==> src/verilog/sfl_pkg.sv <==
package sfl_pkg;
   localparam int NCAT = 6;
   localparam int CAT_W = 3;
   localparam int SLOT_W = 4;
   localparam logic [SLOT_W-1:0] SLOTS = 4'ha;
   localparam int VEC_W = 16;
   localparam int TOD_W = 32;
   localparam int AXI_AW = 8;
   localparam int LVL_W = 16;

   localparam logic [CAT_W-1:0] CAT_MOD = 3'h0;
   localparam logic [CAT_W-1:0] CAT_DEMOD = 3'h1;
   localparam logic [CAT_W-1:0] CAT_TX = 3'h2;
   localparam logic [CAT_W-1:0] CAT_RX = 3'h3;
   localparam logic [CAT_W-1:0] CAT_COM = 3'h4;
   localparam logic [CAT_W-1:0] CAT_UNAVL = 3'h5;

   localparam int MOD_W = 8;
   localparam int DEMOD_W = 6;
   localparam int TX_W = 7;
   localparam int RX_W = 8;
   localparam int COM_W = 4;
   localparam int PIN_W = MOD_W + DEMOD_W + TX_W + RX_W + COM_W + 2;

   localparam int RX_PATT_BIT = 8;
   localparam int RX_FILL_BIT = 9;
   localparam int COM_CTRL_BIT = 4;
   localparam int COM_IFACE_BIT = 5;
   localparam logic [VEC_W-1:0] PDOWN_VEC = 16'h4010;
   localparam logic [VEC_W-1:0] PUP_VEC = 16'h8010;
   localparam logic [1:0] IFACE_IDLE = 2'b11;

   localparam logic [AXI_AW-1:0] REG_CTRL = 8'h00;
   localparam logic [AXI_AW-1:0] REG_SEL = 8'h04;
   localparam logic [AXI_AW-1:0] REG_ENT_TIME = 8'h08;
   localparam logic [AXI_AW-1:0] REG_ENT_VEC = 8'h0c;
   localparam logic [AXI_AW-1:0] REG_COUNTS = 8'h10;
   localparam logic [AXI_AW-1:0] REG_IRQ_ST = 8'h14;
   localparam logic [AXI_AW-1:0] REG_IRQ_MASK = 8'h18;
   localparam logic [AXI_AW-1:0] REG_ALARMS = 8'h1c;

   localparam int CTRL_CLR_LOG = 0;
   localparam int CTRL_CLR_CTRLF = 1;
   localparam int CTRL_CHK_EN = 2;
   localparam int CTRL_FEC = 3;
   localparam int SEL_SLOT_LSB = 0;
   localparam int SEL_CAT_LSB = 8;
   localparam logic [NCAT-1:0] MASK_RST = 6'h00;

   localparam logic [31:0] RXBUF_DEPTH = 32'h0000_0400;
   localparam logic [31:0] FILL_LO_PCT = 32'h0000_000a;
   localparam logic [31:0] FILL_HI_PCT = 32'h0000_005a;
   localparam logic [31:0] PCT_FULL = 32'h0000_0064;

   localparam int CLK_HZ = 125_000_000;
   localparam int SECOND_S = 1;
   localparam int SEC_CYCLES = CLK_HZ * SECOND_S;

   localparam logic [1:0] RESP_OKAY = 2'h0;
   localparam logic [1:0] RESP_SLVERR = 2'h2;

   typedef enum logic [1:0] {
      SFL_PDOWN = 2'b00,
      SFL_PUP = 2'b01,
      SFL_RUN = 2'b11
   } sfl_pwr_t;

   typedef struct packed {
      logic [TOD_W-1:0] tod;
      logic [VEC_W-1:0] vec;
   } sfl_entry_t;

   function automatic logic [31:0] sfl_merge(input logic [31:0] old, input logic [31:0] wd,
                                             input logic [3:0] strb);
      logic [31:0] r;
      r = old;
      for (int b = 0; b < 4; b++) begin
         if (strb[b]) begin
            r[b*8 +: 8] = wd[b*8 +: 8];
         end
      end
      return r;
   endfunction
endpackage

==> src/verilog/sfl_logger.sv <==
`timescale 1ns/1ps
// Notes on behaviour
// - each category keeps only its first ten entries; later ones dropped until cleared.
// - separate logs for modulator, demodulator, tx, rx and common categories.
// - each entry but the power-loss one stamped with time of day at detection.
// - reset empties all logs; only the retained last time survives.
// - after power-up, common slot 0 holds the retained power-loss time.
// - then common slot 1 holds the power-up time.
// - slots fill oldest first, slot 0 oldest, slot 9 newest.
// - unwritten slots read back as empty, no fault.
// - clear command discards all entries; recording restarts at slot 0.
// - reader selects category and slot, gets timestamp and fault vector.
// - buffer fill alarm when occupancy below 10% or above 90%.
// - pattern lock alarm when checker unlocked, suppressed while checker off.
// - with block coding fitted, log unavailable seconds with uncorrectable blocks.
// - common vector has controller flag, set after a power cycle.
// - common vector has interface module flag: absent or not programmable.
// - rx vector carries buffer, data, error rate, clock and lock flags.
// - modulator vector carries synthesizer, channel, level and reference flags.
module sfl_logger #(
   parameter int SEC_CYCLES = sfl_pkg::SEC_CYCLES
) (
   input wire logic core_clk,
   input wire logic arst_n,
   input wire logic [sfl_pkg::MOD_W-1:0] mod_fault,
   input wire logic [sfl_pkg::DEMOD_W-1:0] demod_fault,
   input wire logic [sfl_pkg::TX_W-1:0] tx_fault,
   input wire logic [sfl_pkg::RX_W-1:0] rx_fault,
   input wire logic [sfl_pkg::COM_W-1:0] common_fault,
   input wire logic iface_present,
   input wire logic iface_prog_ok,
   input wire logic [sfl_pkg::TOD_W-1:0] tod,
   input wire logic [sfl_pkg::TOD_W-1:0] nv_tod,
   input wire logic [sfl_pkg::LVL_W-1:0] rxbuf_level,
   input wire logic prbs_locked,
   input wire logic blk_uncorrectable,
   input wire logic [sfl_pkg::AXI_AW-1:0] s_axi_awaddr,
   input wire logic s_axi_awvalid,
   output logic s_axi_awready,
   input wire logic [31:0] s_axi_wdata,
   input wire logic [3:0] s_axi_wstrb,
   input wire logic s_axi_wvalid,
   output logic s_axi_wready,
   output logic [1:0] s_axi_bresp,
   output logic s_axi_bvalid,
   input wire logic s_axi_bready,
   input wire logic [sfl_pkg::AXI_AW-1:0] s_axi_araddr,
   input wire logic s_axi_arvalid,
   output logic s_axi_arready,
   output logic [31:0] s_axi_rdata,
   output logic [1:0] s_axi_rresp,
   output logic s_axi_rvalid,
   input wire logic s_axi_rready,
   output logic irq
);
   import sfl_pkg::*;

   typedef struct packed {
      logic [PIN_W-1:0] s1;
      logic [PIN_W-1:0] s2;
      logic [PIN_W-1:0] s3;
      logic [PIN_W-1:0] pins;
      sfl_pwr_t pwr;
      logic [TOD_W-1:0] retained;
      sfl_entry_t [NCAT-1:0][9:0] log;
      logic [NCAT-1:0][SLOT_W-1:0] cnt;
      logic [NCAT-1:0][VEC_W-1:0] prev;
      logic ctrl_fault;
      logic chk_en;
      logic fec_fit;
      logic [CAT_W-1:0] sel_cat;
      logic [SLOT_W-1:0] sel_slot;
      logic [NCAT-1:0] irq_st;
      logic [NCAT-1:0] irq_mask;
      logic [31:0] sec_cnt;
      logic err_sec;
      logic unavl;
      logic aw_got;
      logic w_got;
      logic [AXI_AW-1:0] awaddr;
      logic [31:0] wdata;
      logic [3:0] wstrb;
      logic bvalid;
      logic [1:0] bresp;
      logic rvalid;
      logic [1:0] rresp;
      logic [31:0] rdata;
   } sfl_state_t;

   sfl_state_t s;
   sfl_state_t next_s;

   logic [NCAT-1:0][VEC_W-1:0] vec;
   logic [NCAT-1:0] chg;
   logic [NCAT-1:0] rec;
   logic [NCAT-1:0][SLOT_W-1:0] base;
   logic fill_alarm;
   logic patt_alarm;
   logic tick;
   logic wr;
   logic clr_log;
   logic [31:0] lvl_pct;
   logic [31:0] sel_reg;
   logic [31:0] ctrl_reg;
   logic [31:0] counts_reg;
   sfl_entry_t ent;
   logic [31:0] wm_ctrl;
   logic [31:0] wm_sel;
   logic [31:0] wm_clr;
   logic [31:0] wm_mask;

   // software cannot pick an entry beyond what has been written
   always_comb begin
      ent = '0;
      if (s.sel_cat < CAT_W'(NCAT) && s.sel_slot < s.cnt[s.sel_cat]) begin
         ent = s.log[s.sel_cat][s.sel_slot];
      end
   end

   always_comb begin
      lvl_pct = 32'(rxbuf_level) * PCT_FULL;
      fill_alarm = (lvl_pct < RXBUF_DEPTH * FILL_LO_PCT) ||
                   (lvl_pct > RXBUF_DEPTH * FILL_HI_PCT);
      patt_alarm = s.chk_en && !prbs_locked;
      tick = (s.sec_cnt == 32'(SEC_CYCLES - 1));
      wr = s.aw_got && s.w_got && !s.bvalid;
      clr_log = wr && (s.awaddr[AXI_AW-1:2] == REG_CTRL[AXI_AW-1:2]) &&
                s.wstrb[0] && s.wdata[CTRL_CLR_LOG];
      sel_reg = '0;
      sel_reg[SEL_SLOT_LSB +: SLOT_W] = s.sel_slot;
      sel_reg[SEL_CAT_LSB +: CAT_W] = s.sel_cat;
      ctrl_reg = '0;
      ctrl_reg[CTRL_CHK_EN] = s.chk_en;
      ctrl_reg[CTRL_FEC] = s.fec_fit;
      counts_reg = '0;
      for (int c = 0; c < NCAT; c++) begin
         counts_reg[c*SLOT_W +: SLOT_W] = s.cnt[c];
      end
      wm_ctrl = sfl_merge(ctrl_reg, s.wdata, s.wstrb);
      wm_sel = sfl_merge(sel_reg, s.wdata, s.wstrb);
      wm_clr = sfl_merge(32'h0, s.wdata, s.wstrb);
      wm_mask = sfl_merge(32'(s.irq_mask), s.wdata, s.wstrb);
   end

   // vector assembly from the settled pin image
   always_comb begin
      vec = '0;
      vec[CAT_MOD][MOD_W-1:0] = s.pins[0 +: MOD_W];
      vec[CAT_DEMOD][DEMOD_W-1:0] = s.pins[MOD_W +: DEMOD_W];
      vec[CAT_TX][TX_W-1:0] = s.pins[MOD_W+DEMOD_W +: TX_W];
      vec[CAT_RX][RX_W-1:0] = s.pins[MOD_W+DEMOD_W+TX_W +: RX_W];
      vec[CAT_RX][RX_PATT_BIT] = patt_alarm;
      vec[CAT_RX][RX_FILL_BIT] = fill_alarm;
      vec[CAT_COM][COM_W-1:0] = s.pins[MOD_W+DEMOD_W+TX_W+RX_W +: COM_W];
      vec[CAT_COM][COM_CTRL_BIT] = s.ctrl_fault;
      vec[CAT_COM][COM_IFACE_BIT] = !s.pins[PIN_W-2] || !s.pins[PIN_W-1];
      vec[CAT_UNAVL][0] = s.unavl;
      for (int c = 0; c < NCAT; c++) begin
         chg[c] = (s.pwr == SFL_RUN) && (vec[c] != s.prev[c]);
         base[c] = clr_log ? '0 : s.cnt[c];
         rec[c] = chg[c] && (base[c] < SLOTS);
      end
   end

   always_comb begin
      next_s = s;
      // three stages; a bit moves only once stages two and three agree
      next_s.s1 = {iface_prog_ok, iface_present, common_fault, rx_fault, tx_fault,
                   demod_fault, mod_fault};
      next_s.s2 = s.s1;
      next_s.s3 = s.s2;
      next_s.pins = (~(s.s2 ^ s.s3) & s.s3) | ((s.s2 ^ s.s3) & s.pins);
      next_s.prev = vec;

      // one-second window for uncorrectable blocks
      next_s.sec_cnt = tick ? '0 : s.sec_cnt + 32'h1;
      if (tick) begin
         next_s.unavl = s.err_sec || (s.fec_fit && blk_uncorrectable);
         next_s.err_sec = 1'b0;
      end else if (s.fec_fit && blk_uncorrectable) begin
         next_s.err_sec = 1'b1;
      end

      unique case (s.pwr)
         SFL_PDOWN: begin
            next_s.retained = nv_tod;
            next_s.log[CAT_COM][0] = '{tod: nv_tod, vec: PDOWN_VEC};
            next_s.cnt[CAT_COM] = 4'h1;
            next_s.pwr = SFL_PUP;
         end
         SFL_PUP: begin
            next_s.log[CAT_COM][1] = '{tod: tod, vec: PUP_VEC};
            next_s.cnt[CAT_COM] = 4'h2;
            next_s.pwr = SFL_RUN;
         end
         SFL_RUN: begin
            for (int c = 0; c < NCAT; c++) begin
               next_s.cnt[c] = base[c];
               if (rec[c]) begin
                  next_s.log[c][base[c]] = '{tod: tod, vec: vec[c]};
                  next_s.cnt[c] = base[c] + 4'h1;
               end
            end
         end
         default: begin
            next_s.pwr = SFL_PDOWN;
         end
      endcase

      // write channel: address and data taken in either order
      if (s_axi_awvalid && s_axi_awready) begin
         next_s.aw_got = 1'b1;
         next_s.awaddr = s_axi_awaddr;
      end
      if (s_axi_wvalid && s_axi_wready) begin
         next_s.w_got = 1'b1;
         next_s.wdata = s_axi_wdata;
         next_s.wstrb = s_axi_wstrb;
      end
      if (s.bvalid && s_axi_bready) begin
         next_s.bvalid = 1'b0;
      end
      if (wr) begin
         next_s.aw_got = 1'b0;
         next_s.w_got = 1'b0;
         next_s.bvalid = 1'b1;
         next_s.bresp = RESP_OKAY;
         unique case (s.awaddr[AXI_AW-1:2])
            REG_CTRL[AXI_AW-1:2]: begin
               next_s.chk_en = wm_ctrl[CTRL_CHK_EN];
               next_s.fec_fit = wm_ctrl[CTRL_FEC];
               if (s.wstrb[0] && s.wdata[CTRL_CLR_CTRLF]) begin
                  next_s.ctrl_fault = 1'b0;
               end
            end
            REG_SEL[AXI_AW-1:2]: begin
               next_s.sel_slot = wm_sel[SEL_SLOT_LSB +: SLOT_W];
               next_s.sel_cat = wm_sel[SEL_CAT_LSB +: CAT_W];
            end
            REG_IRQ_ST[AXI_AW-1:2]: begin
               next_s.irq_st = s.irq_st & ~wm_clr[NCAT-1:0];
            end
            REG_IRQ_MASK[AXI_AW-1:2]: begin
               next_s.irq_mask = wm_mask[NCAT-1:0];
            end
            REG_ENT_TIME[AXI_AW-1:2], REG_ENT_VEC[AXI_AW-1:2], REG_COUNTS[AXI_AW-1:2],
            REG_ALARMS[AXI_AW-1:2]: begin
               next_s.bresp = RESP_OKAY;
            end
            default: begin
               next_s.bresp = RESP_SLVERR;
            end
         endcase
      end
      // a new record beats a same-cycle write-one-to-clear
      next_s.irq_st = next_s.irq_st | rec;

      if (s.rvalid && s_axi_rready) begin
         next_s.rvalid = 1'b0;
      end
      if (s_axi_arvalid && s_axi_arready) begin
         next_s.rvalid = 1'b1;
         next_s.rresp = RESP_OKAY;
         unique case (s_axi_araddr[AXI_AW-1:2])
            REG_CTRL[AXI_AW-1:2]: next_s.rdata = ctrl_reg;
            REG_SEL[AXI_AW-1:2]: next_s.rdata = sel_reg;
            REG_ENT_TIME[AXI_AW-1:2]: next_s.rdata = ent.tod;
            REG_ENT_VEC[AXI_AW-1:2]: next_s.rdata = 32'(ent.vec);
            REG_COUNTS[AXI_AW-1:2]: next_s.rdata = counts_reg;
            REG_IRQ_ST[AXI_AW-1:2]: next_s.rdata = 32'(s.irq_st);
            REG_IRQ_MASK[AXI_AW-1:2]: next_s.rdata = 32'(s.irq_mask);
            REG_ALARMS[AXI_AW-1:2]: next_s.rdata = {29'h0, s.unavl, fill_alarm, patt_alarm};
            default: begin
               next_s.rdata = '0;
               next_s.rresp = RESP_SLVERR;
            end
         endcase
      end
   end

   // logs are zeroed here with the rest of the state; the counts mark them empty
   always_ff @(posedge core_clk or negedge arst_n) begin
      if (!arst_n) begin
         s <= '0;
         s.pwr <= SFL_PDOWN;
         s.ctrl_fault <= 1'b1;
         s.irq_mask <= MASK_RST;
         // interface pins idle high; a low image would log a false module fault
         s.s1[PIN_W-2 +: 2] <= IFACE_IDLE;
         s.s2[PIN_W-2 +: 2] <= IFACE_IDLE;
         s.s3[PIN_W-2 +: 2] <= IFACE_IDLE;
         s.pins[PIN_W-2 +: 2] <= IFACE_IDLE;
      end else begin
         s <= next_s;
      end
   end

   assign s_axi_awready = !s.aw_got && !s.bvalid;
   assign s_axi_wready = !s.w_got && !s.bvalid;
   assign s_axi_bvalid = s.bvalid;
   assign s_axi_bresp = s.bresp;
   assign s_axi_arready = !s.rvalid;
   assign s_axi_rvalid = s.rvalid;
   assign s_axi_rdata = s.rdata;
   assign s_axi_rresp = s.rresp;
   assign irq = |(s.irq_st & s.irq_mask);
endmodule

==> config.mk <==
export PLATFORM = sky130hd
export DESIGN_NAME = sfl_logger
export DESIGN_NICKNAME = d
export VERILOG_FILES = /design/src/verilog/sfl_pkg.sv /design/src/verilog/sfl_logger.sv
export SDC_FILE = /design/constraint.sdc
export NUM_CORES = 2
export LEC_CHECK = 0
export BUFFER_PORTS_ARGS = -buffer_cell sky130_fd_sc_hd__buf_2
export CELL_PAD_IN_SITES_DETAIL_PLACEMENT = 1
export CELL_PAD_IN_SITES_GLOBAL_PLACEMENT = 1
export CORE_MARGIN = 2
export CORE_UTILIZATION = 55
export DETAILED_ROUTE_END_ITERATION = 16
export PLACE_DENSITY = 0.84
export SETUP_SLACK_MARGIN = 0.05
export SLEW_MARGIN = 20
export SYNTH_ARGS = -nofsm -noshare
export SYNTH_HDL_FRONTEND = slang
export SYNTH_SLANG_ARGS = --single-unit
==> constraint.sdc <==
create_clock -name core_clk -period 10.6 [get_ports core_clk]
set_input_delay 0.53 -clock core_clk [delete_from_list [all_inputs] [get_ports core_clk]]
set_output_delay 0.53 -clock core_clk [all_outputs]
set_load 0.02 [all_outputs]
==> metrics <==
Gate power share=35.6%; pin count of the biggest net entering global routing=192; switch share=35.7%; sort of element at the end of the critical path=flop; maximum cell stage delay along the critical path=1.01 ns; TritonCTS clock tree=done; Layout Skew=0.0756 ns; unrepaired setup endpoints after global routing=false; final estimated routing congestion in global placement=roughly 0.94; Slew headroom=14.6%; layout overhead on the synthesized area=11.1%; top achievable clock speed=approximately 170 MHz; Slowest-stage cell, CP=sky130_fd_sc_hd__nand4_1; wire length after detailed routing=approximately 430,000 microns; Hold Path Stages=3; aggregate global-route resource usage=38.6%; pwr/cell area=313 nW/um^2; detailed-route DRC error count=0; total internal power=26.8 mW; die outline width=~470 microns; end of the worst register-to-register path=s_axi_rdata[14]$_DFFE_PN0P_; simple logic cell fraction of the synthesized area=3.20%; critical register-to-register path startpoint=s[135]$_DFFE_PN0P_; count of warnings emitted by yosys=0; cell chosen for the clock root=sky130_fd_sc_hd__clkbuf_16; CTS buffer count=a little under 300; synth unique cells=82; critical path peak fanout=30; Via density=7.01; fraction of final layout cells with drive strength greater than 1=between 40% and 50%; type of the worst setup path=in2reg; number of antenna violations at the first check in global routing=19; final antenna-violating net count=0; number of pins with negative max-slew slack in the final report=0; share of the synthesized netlist area taken by xor and xnor gates=less than 1%; number of synthesized flops with an enable pin=0; Hold Path Origin=nv_tod[31]; primary flip-flop cell chosen by synthesis mapping=sky130_fd_sc_hd__dfrtp_1; post-synthesis instance area=120,000 sq um; Synth Instances=8,471; starting utilization of the core area=about 55%; data required time at the worst endpoint=about 11 ns; Resized cells post-CTS=0; NumNets Final=8,677; Cell Chain, Critical Path=buf_2 > ha_1 > ha_1 > inv_1 > fa_1 > inv_1 > ha_1 > a21oi_1 > o211ai_1 > a31oi_1 > o21ai_1 > mux2i_1 > nor4_1 > o211ai_2 > buf_4 > mux2i_4 > nand4_1 > buf_4 > mux2_2; worst reg2reg path depth=11; mux contribution to synthesized area=32.2%; most common cell type on the critical path=sky130_fd_sc_hd__ha_1; Rows=171; via count=80,400; Period Utilization, post-route=56.4%; most frequent standard cell in the layout excluding fill and tap cells=sky130_fd_sc_hd__dfrtp_1; sequential element share of the synthesized area=54.7%; global-route congestion overflow total=0; clock slew at reported path FFs=0.07 ns; setup tns final=0 ns; clock group share of total power=24.7%; register with the highest flop count=s; H-tree depth=5; Post-synth ARST share=100%; status=finished clean; global-route wire length before repair=624,000 microns; worst-skew pair later-pin latency=0.99 ns; Port-buffer cells=between 150 and 200; switching power summed over all nets=around 15 mW; core utilization of the finished layout=about three fifths; most frequent cells in the layout=sky130_fd_sc_hd__dfrtp_1 (2,602), sky130_fd_sc_hd__mux2_2 (2,176), sky130_fd_sc_hd__mux4_2 (442); minimum hold slack=0.0326 ns; slew of the pin with the lowest slew margin=about 1.3 ns; data arrival time of the worst path=slightly below 7 ns; Core Box Area=217,000 sq um; worst-case hold path end point=s[2227]$_DFFE_PN0P_; average footprint of a synthesized cell=14.1 sq um; worst min path class=in2reg; die area=between 200,000 and 250,000 sq um; setup slack of the most critical reg-to-reg path=approximately 4.7 ns; share of synthesized cell area in full adder, half adder and majority cells=1.33%; critical path startpoint category=input port; Top Ports=218; leakage power figure=57.0 nW; largest family of logic cells by synthesized area=multiplexers; crit path time final=5.98 ns; Bufs on Longest Clock Path=4; Pre-Repair DR Iteration Count=6; Die Y=between 400 and 500 microns; Yosys reg bits=around 2,600; detailed-route wire length per cell=37.3 microns; power consumption=41.6 mW; DRT iter0 DRCs=9,042; peak ir drop on the vdd network=0.000210 V; Final setup violation count=0; sequential power share=39.6%; Largest register FFs=2,450; via count of the first global-routing pass=88,600; max capacitance violation total=0; Post-DP HPWL=237,000 microns; clock sinks=around 2,600; Post-CTS Setup Bufs=0; Synth Area in Compound Gates=4.62%; number of endpoints with negative hold slack in the final report=0
==> kinds of logic after synthesis <==
group	after synthesis
buffers and inverters	900
other	1
and+or+nand+nor	875
DFF	2617
xor gates and xnor gates	85
adders and majority gates	128
muxes	3005
AOI/OAI and AO/OA	860
==> critical path: cells and delay by family <==
| family | cells | cell delay, ns |
|---|---|---|
| compound gates | 5 | 1.11 |
| fa+ha+maj | 4 | 1.42 |
| buf+inv | 5 | 1.20 |
| mux | 3 | 1.09 |
| simple gates | 2 | 1.37 |
==> how the worst max path moves through the flow <==
stage | startpoint | end | slack, ns | cells after the start
finish | rxbuf_level[6] | s[1824]$_DFFE_PN0P_ | 4.62 | 19
global route | rxbuf_level[6] | s[1824]$_DFFE_PN0P_ | 4.25 | 19
CTS | s[79]$_DFFE_PN0P_ | s[505]$_DFFE_PN0P_ | 4.38 | 11
detailed placement | rxbuf_level[6] | s[1836]$_DFFE_PN0P_ | 3.69 | 19
global placement | rxbuf_level[6] | s[1824]$_DFFE_PN0P_ | 3.96 | 19
floorplan | rxbuf_level[6] | s[1989]$_DFFE_PN0P_ | 5.98 | 17
==> metal layers <==
layer	up-vias	GRT usage [%]	wire, microns
met5	-	0	67
met4	10	28.7	36800
met3	1729	10.1	40100
met2	4833	59.4	197000
met1	43100	46.9	154000
li1	30700	-	-
==> synth_stat cells, drive strengths merged (17+ instances only) <==
| library cell | number | share of area, % |
|---|---|---|
| a211oi | 23 | 0.15 |
| a221oi | 45 | 0.33 |
| nor3 | 31 | 0.13 |
| o21ai | 232 | 0.97 |
| o221ai | 41 | 0.30 |
| buf | 325 | 1.5 |
| mux2i | 264 | 2.2 |
| maj3 | 35 | 0.29 |
| ha | 82 | 0.86 |
| a2111oi | 17 | 0.12 |
| nand4 | 19 | 0.11 |
| nor2 | 235 | 0.74 |
| xor2 | 38 | 0.28 |
| inv | 82 | 0.26 |
| a21oi | 193 | 0.81 |
| mux4 | 442 | 8.3 |
| clkbuf | 491 | 1.5 |
| o22ai | 84 | 0.44 |
| xnor2 | 47 | 0.34 |
| and3 | 27 | 0.14 |
| nand3 | 37 | 0.15 |
| mux2 | 2299 | 22 |
| a22oi | 98 | 0.61 |
| dfrtp | 2608 | 55 |
| nand2 | 425 | 1.3 |
==> power groups by stage <==
| stage | logic (mW) | registers [mW] | clock network, mW |
|---|---|---|---|
| 3_5_place_dp | 14.0 | 16.2 | 0 |
| 5_1_grt | 15.4 | 16.7 | 10.7 |
| 3_3_place_gp | 13.2 | 15.6 | 0 |
| 6_report | 14.8 | 16.5 | 10.3 |
| 4_1_cts | 14.5 | 16.3 | 10.3 |
| 2_1_floorplan | 10.0 | 15.1 | 0 |
==> repair_timing <==
item / 4_1_cts / 5_1_grt
setup endpoints to repair: 0 / 0
hold buffers: 88 / 0
hold endpoints to repair: 205 / 0
==> per-stage QoR <==
stage | instance area (sq um) | setup slack [ns] | instances
after floorplan | 120000 | 5.98 | 8472
after global placement | 122000 | 3.96 | 10900
after detailed placement | 122000 | 3.69 | 10900
after CTS | 133000 | 4.38 | 11500
after global routing | 133000 | 4.25 | 11500
final | 133000 | 4.62 | 11500
==> cell type report <==
cell class	instances	area, sq um
antenna	8	20.0
clock inverter	76	915
fill	19500	83800
multi-input combinational	4955	50500
tap	2854	3570
clock buffer	415	8490
sequential	2617	65500
inverter	84	325
timing repair buffer	461	3600
Power figures use the tool's default switching activity.
